## src/hdl/irq_route_pkg.sv

```systemverilog
package irq_route_pkg;

  // Register indices; byte address is four times the index
  localparam logic [7:0] IDX_EN0    = 8'h16;
  localparam logic [7:0] IDX_EN1    = 8'h17;
  localparam logic [7:0] IDX_EN2    = 8'h18;
  localparam logic [7:0] IDX_MAPA   = 8'h19;
  localparam logic [7:0] IDX_MAP1   = 8'h1A;
  localparam logic [7:0] IDX_MAPB   = 8'h1B;
  localparam logic [7:0] IDX_LATCH  = 8'h21;
  localparam logic [7:0] IDX_STATUS = 8'h30;

  // Reset value and writable bits; reserved bits read as zero
  localparam logic [7:0] REG_RESET   = 8'h00;
  localparam logic [7:0] EN0_WMASK   = 8'hF7;
  localparam logic [7:0] EN1_WMASK   = 8'h7F;
  localparam logic [7:0] EN2_WMASK   = 8'h0F;
  localparam logic [7:0] MAP1_WMASK  = 8'hE7;
  localparam logic [7:0] FULL_WMASK  = 8'hFF;
  localparam logic [7:0] LATCH_WMASK = 8'h0F;

  // Field positions
  localparam int EN0_FLAT = 7;
  localparam int EN0_ORIENT = 6;
  localparam int EN0_KNOCK1 = 5;
  localparam int EN0_KNOCK2 = 4;
  localparam int EN1_FWM = 6;
  localparam int EN1_FFULL = 5;
  localparam int EN1_DRDY = 4;
  localparam int EN1_LOWG = 3;
  localparam int EN2_NOMOT_SEL = 3;
  localparam int MAP1_B_DRDY = 7;
  localparam int MAP1_B_FWM = 6;
  localparam int MAP1_B_FFULL = 5;
  localparam int MAP1_A_FFULL = 2;
  localparam int MAP1_A_FWM = 1;
  localparam int MAP1_A_DRDY = 0;
  localparam int LATCH_CLEAR = 7;

  // Qualified source vector; bits 7..0 follow the pin map order
  localparam int NUM_SRC = 11;
  localparam int SRC_FREEFALL = 0;
  localparam int SRC_SHOCK = 1;
  localparam int SRC_SLOPE = 2;
  localparam int SRC_STILL = 3;
  localparam int SRC_KNOCK2 = 4;
  localparam int SRC_KNOCK1 = 5;
  localparam int SRC_ORIENT = 6;
  localparam int SRC_FLAT = 7;
  localparam int SRC_NEW_SAMPLE = 8;
  localparam int SRC_THRESH = 9;
  localparam int SRC_OVERFLOW = 10;

  // Timing: one hold tick is 250 us
  localparam int CLK_PERIOD_NS = 4;
  localparam int TICK_NS = 250000;
  localparam int TICK_US = 250;
  localparam int TICK_CYC_DEF = TICK_NS / CLK_PERIOD_NS;
  localparam int HOLD_W = 15;

  // Temporary hold times in microseconds, converted to ticks
  function automatic logic [HOLD_W-1:0] hold_ticks(input logic [3:0] mode);
    int us;
    us = 0;
    case (mode)
      4'h1: us = 250000;
      4'h2: us = 500000;
      4'h3: us = 1000000;
      4'h4: us = 2000000;
      4'h5: us = 4000000;
      4'h6: us = 8000000;
      4'h9: us = 250;
      4'hA: us = 500;
      4'hB: us = 1000;
      4'hC: us = 12500;
      4'hD: us = 25000;
      4'hE: us = 50000;
      default: us = 0;
    endcase
    return HOLD_W'(us / TICK_US);
  endfunction : hold_ticks

endpackage : irq_route_pkg

```

## src/hdl/irq_evt_if.sv

```systemverilog
interface irq_evt_if;
  import irq_route_pkg::*;

  logic [NUM_SRC-1:0] qual;  // Enabled engine events

  modport gate (output qual);
  modport sink (input qual);
endinterface : irq_evt_if

```

## src/hdl/irq_route_top.sv

```systemverilog
// The AHB-Lite slave port was decided locally.
module irq_route_top
  import irq_route_pkg::*;
#(
  parameter int unsigned TICK_CYC = TICK_CYC_DEF
)(
  input  wire logic        clk_in,
  input  wire logic        nrst_in,
  input  wire logic        hsel_in,
  input  wire logic [31:0] haddr_in,
  input  wire logic [1:0]  htrans_in,
  input  wire logic        hwrite_in,
  input  wire logic [2:0]  hsize_in,
  input  wire logic [31:0] hwdata_in,
  input  wire logic        hready_in,
  output logic      [31:0] hrdata_out,
  output logic             hreadyout_out,
  output logic             hresp_out,
  input  wire logic        flat_evt_in,
  input  wire logic        orient_evt_in,
  input  wire logic        knock1_evt_in,
  input  wire logic        knock2_evt_in,
  input  wire logic [2:0]  slope_axis_in,
  input  wire logic [2:0]  shock_axis_in,
  input  wire logic        freefall_evt_in,
  input  wire logic [2:0]  still_axis_in,
  input  wire logic        new_sample_in,
  input  wire logic        fifo_thresh_in,
  input  wire logic        fifo_ovf_in,
  output logic             stillness_no_motion_out,
  output logic             irq_pin_a_out,
  output logic             irq_pin_b_out
);

  localparam int TICK_W = 16;

  typedef enum logic {BUS_IDLE, BUS_RDWAIT} bus_state_t;

  bus_state_t  bus_state_ff;
  logic        wr_pend_ff;
  logic [7:0]  wr_idx_ff;
  logic [7:0]  rd_idx_ff;
  logic        wr_hit_ff;
  logic        rd_hit_ff;
  logic [31:0] hrdata_ff;
  logic [31:0] rd_word;
  logic        accept;
  logic        addr_hit;
  logic        wr_en;
  logic [7:0]  wdata8;

  logic [7:0]  en0_ff;
  logic [7:0]  en1_ff;
  logic [7:0]  en2_ff;
  logic [7:0]  mapa_ff;
  logic [7:0]  map1_ff;
  logic [7:0]  mapb_ff;
  logic [7:0]  latch_ff;

  logic [TICK_W-1:0] tick_cnt_ff;
  logic              tick;
  logic              clear_pulse;
  logic              req_a;
  logic              req_b;

  irq_evt_if ev ();

  // Bus answer: always OKAY, one wait state on reads only
  assign hresp_out     = 1'b0;
  assign hreadyout_out = (bus_state_ff != BUS_RDWAIT);
  assign hrdata_out    = hrdata_ff;

  // Address phase decode; only aligned words below index 256, transfer size not decoded
  assign accept   = hsel_in && htrans_in[1] && hready_in;
  assign addr_hit = (haddr_in[1:0] == 2'h0) && (haddr_in[31:10] == 22'h0);
  assign wr_en    = wr_pend_ff && wr_hit_ff;
  assign wdata8   = hwdata_in[7:0];

  // Capture of the address phase
  always_ff @(posedge clk_in or negedge nrst_in) begin
    if (!nrst_in) begin
      wr_pend_ff <= 1'b0;
      wr_idx_ff  <= 8'h00;
      wr_hit_ff  <= 1'b0;
      rd_idx_ff  <= 8'h00;
      rd_hit_ff  <= 1'b0;
    end else begin
      wr_pend_ff <= accept && hwrite_in;
      if (accept) begin
        wr_idx_ff <= haddr_in[9:2];
        rd_idx_ff <= haddr_in[9:2];
        wr_hit_ff <= addr_hit;
        rd_hit_ff <= addr_hit;
      end
    end
  end

  // Read wait state lets a preceding write land before the mux samples
  always_ff @(posedge clk_in or negedge nrst_in) begin
    if (!nrst_in) begin
      bus_state_ff <= BUS_IDLE;
    end else begin
      case (bus_state_ff)
        BUS_IDLE: begin
          if (accept && !hwrite_in) begin
            bus_state_ff <= BUS_RDWAIT;
          end
        end
        BUS_RDWAIT: begin
          bus_state_ff <= BUS_IDLE;
        end
        default: begin
          bus_state_ff <= BUS_IDLE;
        end
      endcase
    end
  end

  // Read mux; unmapped or misaligned reads return zero
  always_comb begin
    rd_word = 32'h0;
    if (!rd_hit_ff) begin
      rd_word = 32'h0;
    end else if (rd_idx_ff == IDX_EN0) begin
      rd_word = {24'h0, en0_ff};
    end else if (rd_idx_ff == IDX_EN1) begin
      rd_word = {24'h0, en1_ff};
    end else if (rd_idx_ff == IDX_EN2) begin
      rd_word = {24'h0, en2_ff};
    end else if (rd_idx_ff == IDX_MAPA) begin
      rd_word = {24'h0, mapa_ff};
    end else if (rd_idx_ff == IDX_MAP1) begin
      rd_word = {24'h0, map1_ff};
    end else if (rd_idx_ff == IDX_MAPB) begin
      rd_word = {24'h0, mapb_ff};
    end else if (rd_idx_ff == IDX_LATCH) begin
      rd_word = {24'h0, latch_ff};  // Clear bit is write-only, reads zero
    end else if (rd_idx_ff == IDX_STATUS) begin
      rd_word = {19'h0, irq_pin_b_out, irq_pin_a_out, ev.qual};
    end
  end

  always_ff @(posedge clk_in or negedge nrst_in) begin
    if (!nrst_in) begin
      hrdata_ff <= 32'h0;
    end else if (bus_state_ff == BUS_RDWAIT) begin
      hrdata_ff <= rd_word;
    end
  end

  // Register writes; reserved bits are masked off so they read zero
  always_ff @(posedge clk_in or negedge nrst_in) begin
    if (!nrst_in) begin
      en0_ff   <= REG_RESET;
      en1_ff   <= REG_RESET;
      en2_ff   <= REG_RESET;
      mapa_ff  <= REG_RESET;
      map1_ff  <= REG_RESET;
      mapb_ff  <= REG_RESET;
      latch_ff <= REG_RESET;
    end else if (wr_en) begin
      if (wr_idx_ff == IDX_EN0) begin
        en0_ff <= wdata8 & EN0_WMASK;
      end else if (wr_idx_ff == IDX_EN1) begin
        en1_ff <= wdata8 & EN1_WMASK;
      end else if (wr_idx_ff == IDX_EN2) begin
        en2_ff <= wdata8 & EN2_WMASK;
      end else if (wr_idx_ff == IDX_MAPA) begin
        mapa_ff <= wdata8 & FULL_WMASK;
      end else if (wr_idx_ff == IDX_MAP1) begin
        map1_ff <= wdata8 & MAP1_WMASK;
      end else if (wr_idx_ff == IDX_MAPB) begin
        mapb_ff <= wdata8 & FULL_WMASK;
      end else if (wr_idx_ff == IDX_LATCH) begin
        latch_ff <= wdata8 & LATCH_WMASK;
      end
    end
  end

  // Clear acts in the write data phase only
  assign clear_pulse = wr_en && (wr_idx_ff == IDX_LATCH) && wdata8[LATCH_CLEAR];

  // Slow-motion or no-motion choice goes to the stillness engine
  assign stillness_no_motion_out = en2_ff[EN2_NOMOT_SEL];

  // 250 us tick for the temporary hold times
  assign tick = (tick_cnt_ff == TICK_W'(TICK_CYC - 1));

  always_ff @(posedge clk_in or negedge nrst_in) begin
    if (!nrst_in) begin
      tick_cnt_ff <= '0;
    end else if (tick) begin
      tick_cnt_ff <= '0;
    end else begin
      tick_cnt_ff <= tick_cnt_ff + TICK_W'(1);
    end
  end

  irq_engine_gate u_gate (
    .en0_in          (en0_ff),
    .en1_in          (en1_ff),
    .en2_in          (en2_ff),
    .flat_evt_in     (flat_evt_in),
    .orient_evt_in   (orient_evt_in),
    .knock1_evt_in   (knock1_evt_in),
    .knock2_evt_in   (knock2_evt_in),
    .slope_axis_in   (slope_axis_in),
    .shock_axis_in   (shock_axis_in),
    .freefall_evt_in (freefall_evt_in),
    .still_axis_in   (still_axis_in),
    .new_sample_in   (new_sample_in),
    .fifo_thresh_in  (fifo_thresh_in),
    .fifo_ovf_in     (fifo_ovf_in),
    .ev              (ev)
  );

  // Pin routing: map bits gate the enabled events, OR per pin
  assign req_a = |(ev.qual[7:0] & mapa_ff)
               | (ev.qual[SRC_NEW_SAMPLE] & map1_ff[MAP1_A_DRDY])
               | (ev.qual[SRC_THRESH] & map1_ff[MAP1_A_FWM])
               | (ev.qual[SRC_OVERFLOW] & map1_ff[MAP1_A_FFULL]);
  assign req_b = |(ev.qual[7:0] & mapb_ff)
               | (ev.qual[SRC_NEW_SAMPLE] & map1_ff[MAP1_B_DRDY])
               | (ev.qual[SRC_THRESH] & map1_ff[MAP1_B_FWM])
               | (ev.qual[SRC_OVERFLOW] & map1_ff[MAP1_B_FFULL]);

  // Both pins share one latch mode and one clear
  irq_pin_latch u_latch_a (
    .clk_in   (clk_in),
    .nrst_in  (nrst_in),
    .req_in   (req_a),
    .mode_in  (latch_ff[3:0]),
    .tick_in  (tick),
    .clear_in (clear_pulse),
    .pin_out  (irq_pin_a_out)
  );

  irq_pin_latch u_latch_b (
    .clk_in   (clk_in),
    .nrst_in  (nrst_in),
    .req_in   (req_b),
    .mode_in  (latch_ff[3:0]),
    .tick_in  (tick),
    .clear_in (clear_pulse),
    .pin_out  (irq_pin_b_out)
  );

  a_grp0_write: assert property (
    @(posedge clk_in) disable iff (!nrst_in)
    (wr_en && wr_idx_ff == IDX_EN0) |=> (en0_ff == ($past(wdata8) & EN0_WMASK)))
    else $error("group-zero enable write not stored");

  a_slope_axes: assert property (
    @(posedge clk_in) disable iff (!nrst_in)
    ev.qual[SRC_SLOPE] == |(slope_axis_in & en0_ff[2:0]))
    else $error("slope axis gating wrong");

  a_fwm_gate: assert property (
    @(posedge clk_in) disable iff (!nrst_in)
    !en1_ff[EN1_FWM] |-> !ev.qual[SRC_THRESH])
    else $error("threshold event passed while disabled");

  a_full_gate: assert property (
    @(posedge clk_in) disable iff (!nrst_in)
    (fifo_ovf_in && en1_ff[EN1_FFULL]) |-> ev.qual[SRC_OVERFLOW])
    else $error("overflow event lost while enabled");

  a_drdy_gate: assert property (
    @(posedge clk_in) disable iff (!nrst_in)
    ev.qual[SRC_NEW_SAMPLE] == (new_sample_in && en1_ff[EN1_DRDY]))
    else $error("new-sample gating wrong");

  a_lowg_gate: assert property (
    @(posedge clk_in) disable iff (!nrst_in)
    ev.qual[SRC_FREEFALL] |-> (en1_ff[EN1_LOWG] && freefall_evt_in))
    else $error("freefall event without enable");

  a_shock_axes: assert property (
    @(posedge clk_in) disable iff (!nrst_in)
    ((shock_axis_in & en1_ff[2:0]) != 3'h0) |-> ev.qual[SRC_SHOCK])
    else $error("shock event on enabled axis lost");

  a_still_axes: assert property (
    @(posedge clk_in) disable iff (!nrst_in)
    ev.qual[SRC_STILL] == |(still_axis_in & en2_ff[2:0]))
    else $error("stillness axis gating wrong");

  a_still_mode: assert property (
    @(posedge clk_in) disable iff (!nrst_in)
    (wr_en && wr_idx_ff == IDX_EN2) |=> (stillness_no_motion_out == $past(wdata8[3])))
    else $error("stillness mode select not applied");

  a_pin_a_route: assert property (
    @(posedge clk_in) disable iff (!nrst_in)
    (ev.qual[10:8] == 3'h0) |-> (req_a == |(ev.qual[7:0] & mapa_ff)))
    else $error("pin-a motion routing wrong");

  a_fifo_route: assert property (
    @(posedge clk_in) disable iff (!nrst_in)
    (ev.qual[SRC_THRESH] && $onehot(ev.qual)) |-> (req_b == map1_ff[MAP1_B_FWM]))
    else $error("threshold routing to pin b wrong");

  a_shock_block: assert property (
    @(posedge clk_in) disable iff (!nrst_in)
    (ev.qual[SRC_SHOCK] && $onehot(ev.qual) && !mapa_ff[SRC_SHOCK]) |-> !req_a)
    else $error("unmapped shock reached pin a");

  a_slope_route: assert property (
    @(posedge clk_in) disable iff (!nrst_in)
    (ev.qual[SRC_SLOPE] && $onehot(ev.qual)) |-> (req_a == mapa_ff[SRC_SLOPE]))
    else $error("slope routing to pin a wrong");

  a_pin_b_route: assert property (
    @(posedge clk_in) disable iff (!nrst_in)
    (ev.qual[10:8] == 3'h0) |-> (req_b == |(ev.qual[7:0] & mapb_ff)))
    else $error("pin-b motion routing wrong");

  a_pin_assert: assert property (
    @(posedge clk_in) disable iff (!nrst_in)
    req_a |=> irq_pin_a_out)
    else $error("pin a not raised by mapped event");

endmodule : irq_route_top

```

## src/hdl/irq_engine_gate.sv

```systemverilog
module irq_engine_gate
  import irq_route_pkg::*;
(
  input  wire logic [7:0] en0_in,
  input  wire logic [7:0] en1_in,
  input  wire logic [7:0] en2_in,
  input  wire logic       flat_evt_in,
  input  wire logic       orient_evt_in,
  input  wire logic       knock1_evt_in,
  input  wire logic       knock2_evt_in,
  input  wire logic [2:0] slope_axis_in,
  input  wire logic [2:0] shock_axis_in,
  input  wire logic       freefall_evt_in,
  input  wire logic [2:0] still_axis_in,
  input  wire logic       new_sample_in,
  input  wire logic       fifo_thresh_in,
  input  wire logic       fifo_ovf_in,
  irq_evt_if.gate         ev
);

  // Groups zero to two: single enables and per-axis slope, shock and stillness
  always_comb begin
    ev.qual = '0;
    ev.qual[SRC_FLAT]   = flat_evt_in & en0_in[EN0_FLAT];
    ev.qual[SRC_ORIENT] = orient_evt_in & en0_in[EN0_ORIENT];
    ev.qual[SRC_KNOCK1] = knock1_evt_in & en0_in[EN0_KNOCK1];
    ev.qual[SRC_KNOCK2] = knock2_evt_in & en0_in[EN0_KNOCK2];
    // Any enabled axis raises the engine
    ev.qual[SRC_SLOPE] = |(slope_axis_in & en0_in[2:0]);
    ev.qual[SRC_SHOCK] = |(shock_axis_in & en1_in[2:0]);
    ev.qual[SRC_STILL] = |(still_axis_in & en2_in[2:0]);
    ev.qual[SRC_FREEFALL]   = freefall_evt_in & en1_in[EN1_LOWG];
    ev.qual[SRC_NEW_SAMPLE] = new_sample_in & en1_in[EN1_DRDY];
    ev.qual[SRC_THRESH]     = fifo_thresh_in & en1_in[EN1_FWM];
    ev.qual[SRC_OVERFLOW]   = fifo_ovf_in & en1_in[EN1_FFULL];
  end

endmodule : irq_engine_gate

```

## src/hdl/irq_pin_latch.sv

```systemverilog
module irq_pin_latch
  import irq_route_pkg::*;
(
  input  wire logic       clk_in,
  input  wire logic       nrst_in,
  input  wire logic       req_in,
  input  wire logic [3:0] mode_in,
  input  wire logic       tick_in,
  input  wire logic       clear_in,
  output logic            pin_out
);

  logic              pin_ff;
  logic [HOLD_W-1:0] hold_ff;
  logic              is_none;
  logic              is_held;

  assign is_none = (mode_in[2:0] == 3'h0);
  assign is_held = (mode_in[2:0] == 3'h7);
  assign pin_out = pin_ff;

  // Hold counter restarts while the request stands, then drains per tick
  always_ff @(posedge clk_in or negedge nrst_in) begin
    if (!nrst_in) begin
      hold_ff <= '0;
    end else if (req_in) begin
      hold_ff <= hold_ticks(mode_in);
    end else if (clear_in) begin
      hold_ff <= '0;
    end else if (tick_in && hold_ff != '0) begin
      hold_ff <= hold_ff - HOLD_W'(1);
    end
  end

  // A new request wins over a clear in the same cycle
  always_ff @(posedge clk_in or negedge nrst_in) begin
    if (!nrst_in) begin
      pin_ff <= 1'b0;
    end else if (req_in) begin
      pin_ff <= 1'b1;
    end else if (is_none || clear_in) begin
      pin_ff <= 1'b0;
    end else if (!is_held && hold_ff == '0) begin
      pin_ff <= 1'b0;
    end
  end

  a_latch_keeps: assert property (
    @(posedge clk_in) disable iff (!nrst_in)
    (is_held && pin_ff && !clear_in) |=> pin_ff)
    else $error("latched interrupt dropped without clear");

  a_latch_clear: assert property (
    @(posedge clk_in) disable iff (!nrst_in)
    (clear_in && !req_in) |=> !pin_ff)
    else $error("clear did not release interrupt");

  a_pin_follow: assert property (
    @(posedge clk_in) disable iff (!nrst_in)
    is_none |=> (pin_ff == $past(req_in)))
    else $error("non-latched pin does not follow request");

endmodule : irq_pin_latch

```

## config.mk

```make
export PLATFORM = sky130hd
export DESIGN_NAME = irq_route_top
export DESIGN_NICKNAME = d
export VERILOG_FILES = /design/src/hdl/irq_route_pkg.sv /design/src/hdl/irq_evt_if.sv /design/src/hdl/irq_route_top.sv /design/src/hdl/irq_engine_gate.sv /design/src/hdl/irq_pin_latch.sv
export SDC_FILE = /design/constraint.sdc
export NUM_CORES = 1
export LEC_CHECK = 0
export ABC_CLOCK_PERIOD_IN_PS = 15220
export BUFFER_PORTS_ARGS = -buffer_cell sky130_fd_sc_hd__buf_4
export CAP_MARGIN = 10
export CORE_MARGIN = 2
export CORE_UTILIZATION = 43
export CTS_BUF_LIST = sky130_fd_sc_hd__clkbuf_8
export DETAILED_ROUTE_END_ITERATION = 6
export HOLD_SLACK_MARGIN = 0.08
export PLACE_DENSITY = 0.61
export SYNTH_ARGS = -nofsm -noshare
export SYNTH_HDL_FRONTEND = slang
export SYNTH_HIERARCHICAL = 1
export SYNTH_SLANG_ARGS = --single-unit
```

## constraint.sdc

```tcl
create_clock -name clk_in -period 15.22 [get_ports clk_in]
set_input_delay 2.283 -clock clk_in [delete_from_list [all_inputs] [get_ports clk_in]]
set_output_delay 2.283 -clock clk_in [all_outputs]
set_load 0.01 [all_outputs]
```

# After elaboration in Yosys (flattened, before gate mapping)
# Memory sizes are Yosys's and may differ from the RTL's.
# Cells that the tools add are included.
dict set report totals {
  register_bits 135
  romBits 704
  memories 2
}
dict set report classes {
  add_sub_neg 3
  div 2
  n_eq_ne 10
  n_mux 26
  n_bitwise 32
  n_reduce_logical 38
}
# memory words word_bits rd rd_clocked_by_memory_dff wr line
set memory_table {}
lappend memory_table {{(no name shown)} 16 22 1 0 0 irq_route_pkg.sv:65} ;# case (mode)
lappend memory_table {{(no name shown)} 16 22 1 0 0 irq_route_pkg.sv:65}
# operator n
set ops {}
lappend ops {{$mux W32} 4}
lappend ops {{$mux W13} 7}
lappend ops {{$mux W15} 6}
lappend ops {{$div A32 B9 Y32 const B} 2}
lappend ops {{$eq A8 B5 Y1 const B} 6}
lappend ops {{$logic_not A15 Y1} 2}
lappend ops {{$reduce_bool A15 Y1} 2}
lappend ops {{$sub A15 B1 Y15 const B} 2}
lappend ops {{$logic_not A22 Y1} 1}
lappend ops {{$add A16 B1 Y16 const B} 1}
lappend ops {{$and A8 B8 Y8} 2}
lappend ops {{$eq A16 B16 Y1 const B} 1}
lappend ops {{$eq A8 B6 Y1 const B} 2}
lappend ops {{$mux W16} 1}
lappend ops {{$reduce_or A8 Y1} 2}
lappend ops {{$and A1 B1 Y1} 14}
lappend ops {{$logic_and A1 B1 Y1} 12}
lappend ops {{$reduce_bool A3 Y1} 4}
lappend ops {{$and A3 B3 Y3} 3}
lappend ops {{$reduce_or A3 Y1} 3}
lappend ops {{$reduce_and A8 Y1} 1}
lappend ops {{$mux W1} 7}
lappend ops {{$not A1 Y1} 7}
lappend ops {{$reduce_and A7 Y1} 1}
lappend ops {{12 further kinds} 18}

# Longest topological paths before layout
dict set report logic_depth {
  word_depth 11
  mapped_depth 44
}

# Cells and area by module
# Netlist, hierarchy kept.
# mod n_inst cells_per_inst area_each_um2 seq_area_each_um2
set by_module_without_submodules {}
lappend by_module_without_submodules {irq_pin_latch 2 713 4978.5 400.4}
lappend by_module_without_submodules {irq_route_top 1 373 4370.4 2102.0}
lappend by_module_without_submodules {irq_engine_gate 1 14 91.3 0.0}

# Least setup slack after synthesis
# OpenSTA, ideal clock, no wires.
dict set report synth_path {
  path_kind {reg-to-reg}
  start {reg latch_ff[0]}
  end {reg u_latch_a.hold_ff[0]}
  setup_time_ps 110
  arrival_ps 10648
  slack_ps 4462
  path_stages_with_launch 43
  path_buffers 6
  period_less_slack_ps 10758
  path_cell_list {dfrtp_1 -> inv_1 -> ha_1 -> buf_2 -> nor2b_1 -> a211oi_2 -> a31oi_1 -> o2111a_1 -> buf_6 -> a221o_1 -> a211o_1 -> a311o_1 -> and2_4 -> o31ai_4 -> nand2_4 -> a31o_1 -> or4_1 -> buf_2 -> [... 7 more ...] -> or3_4 -> nor3_2 -> a21oi_1 -> or3_4 -> o31a_1 -> xnor2_2 -> a2111oi_1 -> a22oi_2 -> o31a_1 -> buf_4 -> mux2i_1 -> mux2_4 -> a31o_4 -> maj3_2 -> o21bai_2 -> o21a_1 -> a21oi_1 -> o41ai_1}
}
dict set report synth_via {
  elab_chain_cells 4
}
# element line
set synth_rtl {}
lappend synth_rtl {{from (decl)} irq_route_top.sv:58} ;# logic [7:0] latch_ff;
lappend synth_rtl {{from (signal assigned)} irq_route_top.sv:175} ;# latch_ff <= wdata8 & LATCH_WMASK;
lappend synth_rtl {{$mem_v2 Z16 W22} -}
lappend synth_rtl {{$mux W32} irq_pin_latch.sv:26} ;# end else if (req_in) begin
lappend synth_rtl {{$div A32 B9 Y32} irq_route_pkg.sv:80} ;# return HOLD_W'(us / TICK_US);
lappend synth_rtl {{$mux W15} irq_pin_latch.sv:26}
lappend synth_rtl {{to (signal assigned)} irq_pin_latch.sv:27} ;# hold_ff <= hold_ticks(mode_in);
lappend synth_rtl {{to (signal assigned)} irq_pin_latch.sv:31} ;# hold_ff <= hold_ff - HOLD_W'(1);
lappend synth_rtl {{to (decl)} irq_pin_latch.sv:14} ;# logic [HOLD_W-1:0] hold_ff;
# No other way between the ends. The select of a mux whose other input is x is not followed.
# A chain may end at the register's enable or synchronous reset.

# Worst setup path after layout
dict set report layout_path {
  start {reg latch_ff[0]}
  end {reg u_latch_b.hold_ff[0]}
}
dict set report layout_via {
  elab_chain_cells 4
}
# element line
set layout_rtl {}
lappend layout_rtl {{$mem_v2 Z16 W22} -}
lappend layout_rtl {{$mux W32} irq_pin_latch.sv:26}
lappend layout_rtl {{$div A32 B9 Y32} irq_route_pkg.sv:80}
lappend layout_rtl {{$mux W15} irq_pin_latch.sv:26}
lappend layout_rtl {{to (signal assigned)} irq_pin_latch.sv:27}
lappend layout_rtl {{to (signal assigned)} irq_pin_latch.sv:31}
lappend layout_rtl {{to (decl)} irq_pin_latch.sv:14}
# No other way between the ends. The select of a mux whose other input is x is not followed.

==> results_dict.tcl <==
set metrics [dict create \
    maxCapViolations 0 \
    critPathKind "reg2reg" \
    setup_viol_count_final 0 \
    start_kind "flop" \
    place_inst 2283 \
    synth_top_area_share_pct 20.1 \
    die_area_sq_mm 0.0350 \
    irDropWorstVdd_v 0.0000633 \
    ys_types 114 \
    fin_area_sq_mm 0.0156 \
    synth_top_family_by_area "compound AO/OA/AOI/OAI gates" \
    grt_max_degree 61 \
    yosys-top-cells-area "dfrtp_1, mux2_2, a21oi_1, nand2_1, o21ai_0" \
    period_share_pct 86.8 \
    dr.pass1.iters 7 \
    fill_cells 3342 \
    synth_cells 1813 \
    worstSkewPairLatency_ns 0.44 \
    cts_buffers 17 \
    finalWorstPathRequiredPeriod_ns 13.22 \
    dieHeight_um 187 \
    setup_tns_ns 0 \
    antennaDiodeCount 0 \
    drive_gt1_share_pct 15.6 \
    nNetsFinal 1966 \
    synth-compound-area-share_pct 34.9 \
    cts_hold_buf 0 \
    yosys.area.top_type "dfrtp_1" \
    dpl.hpwl_mm 31.3 \
    syn_area_sq_mm 0.0144 \
    synth_mux_area_share_pct 9.17 \
    area_delta_synth_final_pct 8.22 \
    rsz0062_at_grt "false" \
    fp-row-count 67 \
    drt_iter0_drc 1184 \
    grt-ovfl-total 0 \
    yosys_most_used_dff "dfrtp_1" \
    powerDensity_mw_per_mm2 42.8 \
    slew_headroom_pct 29.7 \
    fin_cells 2315 \
    grt_pass1_wl_mm 68.0 \
    vias 14400 \
    io_buffers 79 \
    synth-seq-area-share_pct 20.1 \
    finish.utilization_pct 46.9 \
    ant_nets 0 \
    avgSynthCellArea_sq_um 7.95 \
    core_area_sq_mm 0.0333 \
    synth_commonest_cells "nand2_1, nor2_1, a21oi_1" \
    clkTransAtPathRegs_ns 0.08 \
    synth-xor-area-share_pct 4.23 \
    cts_sinks 116 \
    end_kind "flop" \
    ys_seq_elements 116 \
    chipWidth_um 187 \
    placed_cell_area_sq_mm 0.0152 \
    fmaxAchievable_ghz 0.0757 \
    crit_slowest_cell "o2111ai_1" \
    drcViolationCount 0 \
    finalClockSkew_ns 0.0143 \
    max_slew.worst_pin.slew_ns 1.05 \
    synthArstFlopShare_pct 100 \
    initial_core_util_pct 43.3 \
    antenna_found_initial 0 \
    cts.path.max_buffers 2 \
    postCtsSetupBuffers 0 \
    synth_edf_count 0 \
    power_uw 667 \
    hold_viol 0 \
    cts_resized 0 \
    root_buffer "clkbuf_8" \
    required_ns 15.54 \
    yosys.area_share.simple_pct 25.1 \
    routabilityCongestion 0.890 \
    grt_pass1_vias 13500 \
    slew_viol_final 0 \
    wl_per_cell_um 17.6 \
    leakagePower_nw 6.17 \
    yosys_warnings 6 \
    io_pins 128 \
    grtUsageTotal_pct 22.8 \
    cpPeakStageDelay_ns 0.79 \
    htreeDepth 4 \
    avgViaCountPerCell 6.21 \
    yosysMostFrequentCell "nand2_1" \
    arrival_ns 13.53 \
    status "completed" \
    routed_wirelength_mm 40.9 \
    hold_class "reg2reg" \
    cts_tree "done" \
    yosys.area_share.adder_pct 2.26 \
    cp_max_fo 15 \
]
kinds of logic after synthesis:
kind of cell | Yosys count
AOI/OAI and AO/OA | 687
xor gates and xnor gates | 68
adders and majority gates | 27
buffers and inverters | 117
DFF | 116
muxes | 115
other | 1
and+or+nand+nor | 682
worst paths after layout:
kind | startpoint | end | slack (ns) | depth (start not counted)
worst max-delay path | latch_ff[0] | u_latch_b/hold_ff[0] | 2.00 | 36
worst min-delay path | tick_cnt_ff[15] | tick_cnt_ff[15] | 0.47 | 1
worst max register to register | latch_ff[0] | u_latch_b/hold_ff[0] | 2.00 | 36
worst min register to register | tick_cnt_ff[15] | tick_cnt_ff[15] | 0.47 | 1
max in group asynchronous | nrst_in | u_latch_b/hold_ff[9] | 12.10 | 2
min in group asynchronous | nrst_in | mapb_ff[6] | 1.88 | 1
metal layers:
| metal | track usage, % | share of wire, % | vias to the layer above |
|---|---|---|---|
| met5 | 0 | 0 | - |
| met4 | 4.70 | 1.1 | 0 |
| met3 | 2.98 | 4.5 | 36 |
| met2 | 37.1 | 46 | 387 |
| met1 | 32.5 | 49 | 6873 |
| li1 | - | - | 7078 |
metrics by stage:
step | hold WS (ns) | setup slack, ns
after floorplan | 0.437 | 4.46
after global placement | 0.463 | 2.27
after detailed placement | 0.468 | 2.22
after CTS | 0.479 | 2.12
after global routing | 0.495 | 0.849
final | 0.470 | 2.00
cell type report:
| cell class | instances | area, sq um | share of cell area, % |
|---|---|---|---|
| timing repair buffer | 86 | 646 | 4.14 |
| clock buffer | 18 | 248 | 1.59 |
| sequential | 116 | 2900 | 18.6 |
| tap | 448 | 561 | 3.59 |
| multi-input combinational | 1599 | 11000 | 70.4 |
| inverter | 34 | 128 | 0.818 |
| clock inverter | 14 | 126 | 0.810 |
critical path: cells and delay by family (launching register included):
family          cells  cell delay [ns]
buf+inv             2             0.38
compound gates     19             6.32
mux                 3             0.89
flops               1             0.58
fa+ha+maj           2             0.73
simple gates       10             4.18
layout by cell type, fill, tap and decap left out, drive strengths merged, types with 43 or more instances in the layout:
cell and instances:
o21ai 125, nand2 160, nor3 68, buf 86, dfrtp 116, nand3 80, mux2 69, xnor2 49
nor2 131, mux2i 43, a21oi 124
flip-flops by register name, indices dropped and copies added (netlist names):
signal and count:
tick_cnt_ff 16, u_latch_a/hold_ff 15, u_latch_b/hold_ff 15, hrdata_out 13, mapa_ff 8, mapb_ff 8, rd_idx_ff 8, en0_ff 7
en1_ff 7, map1_ff 6, en2_ff 4, latch_ff 4, bus_state_ff 1, rd_hit_ff 1, u_latch_a/pin_out 1, u_latch_b/pin_out 1
wr_pend_ff 1
power by group:
group,internal (mW),switching [mW]
registers,0.314,0.00926
logic,0.0314,0.0410
clock network,0.134,0.138
Power figures use the tool's default switching activity.
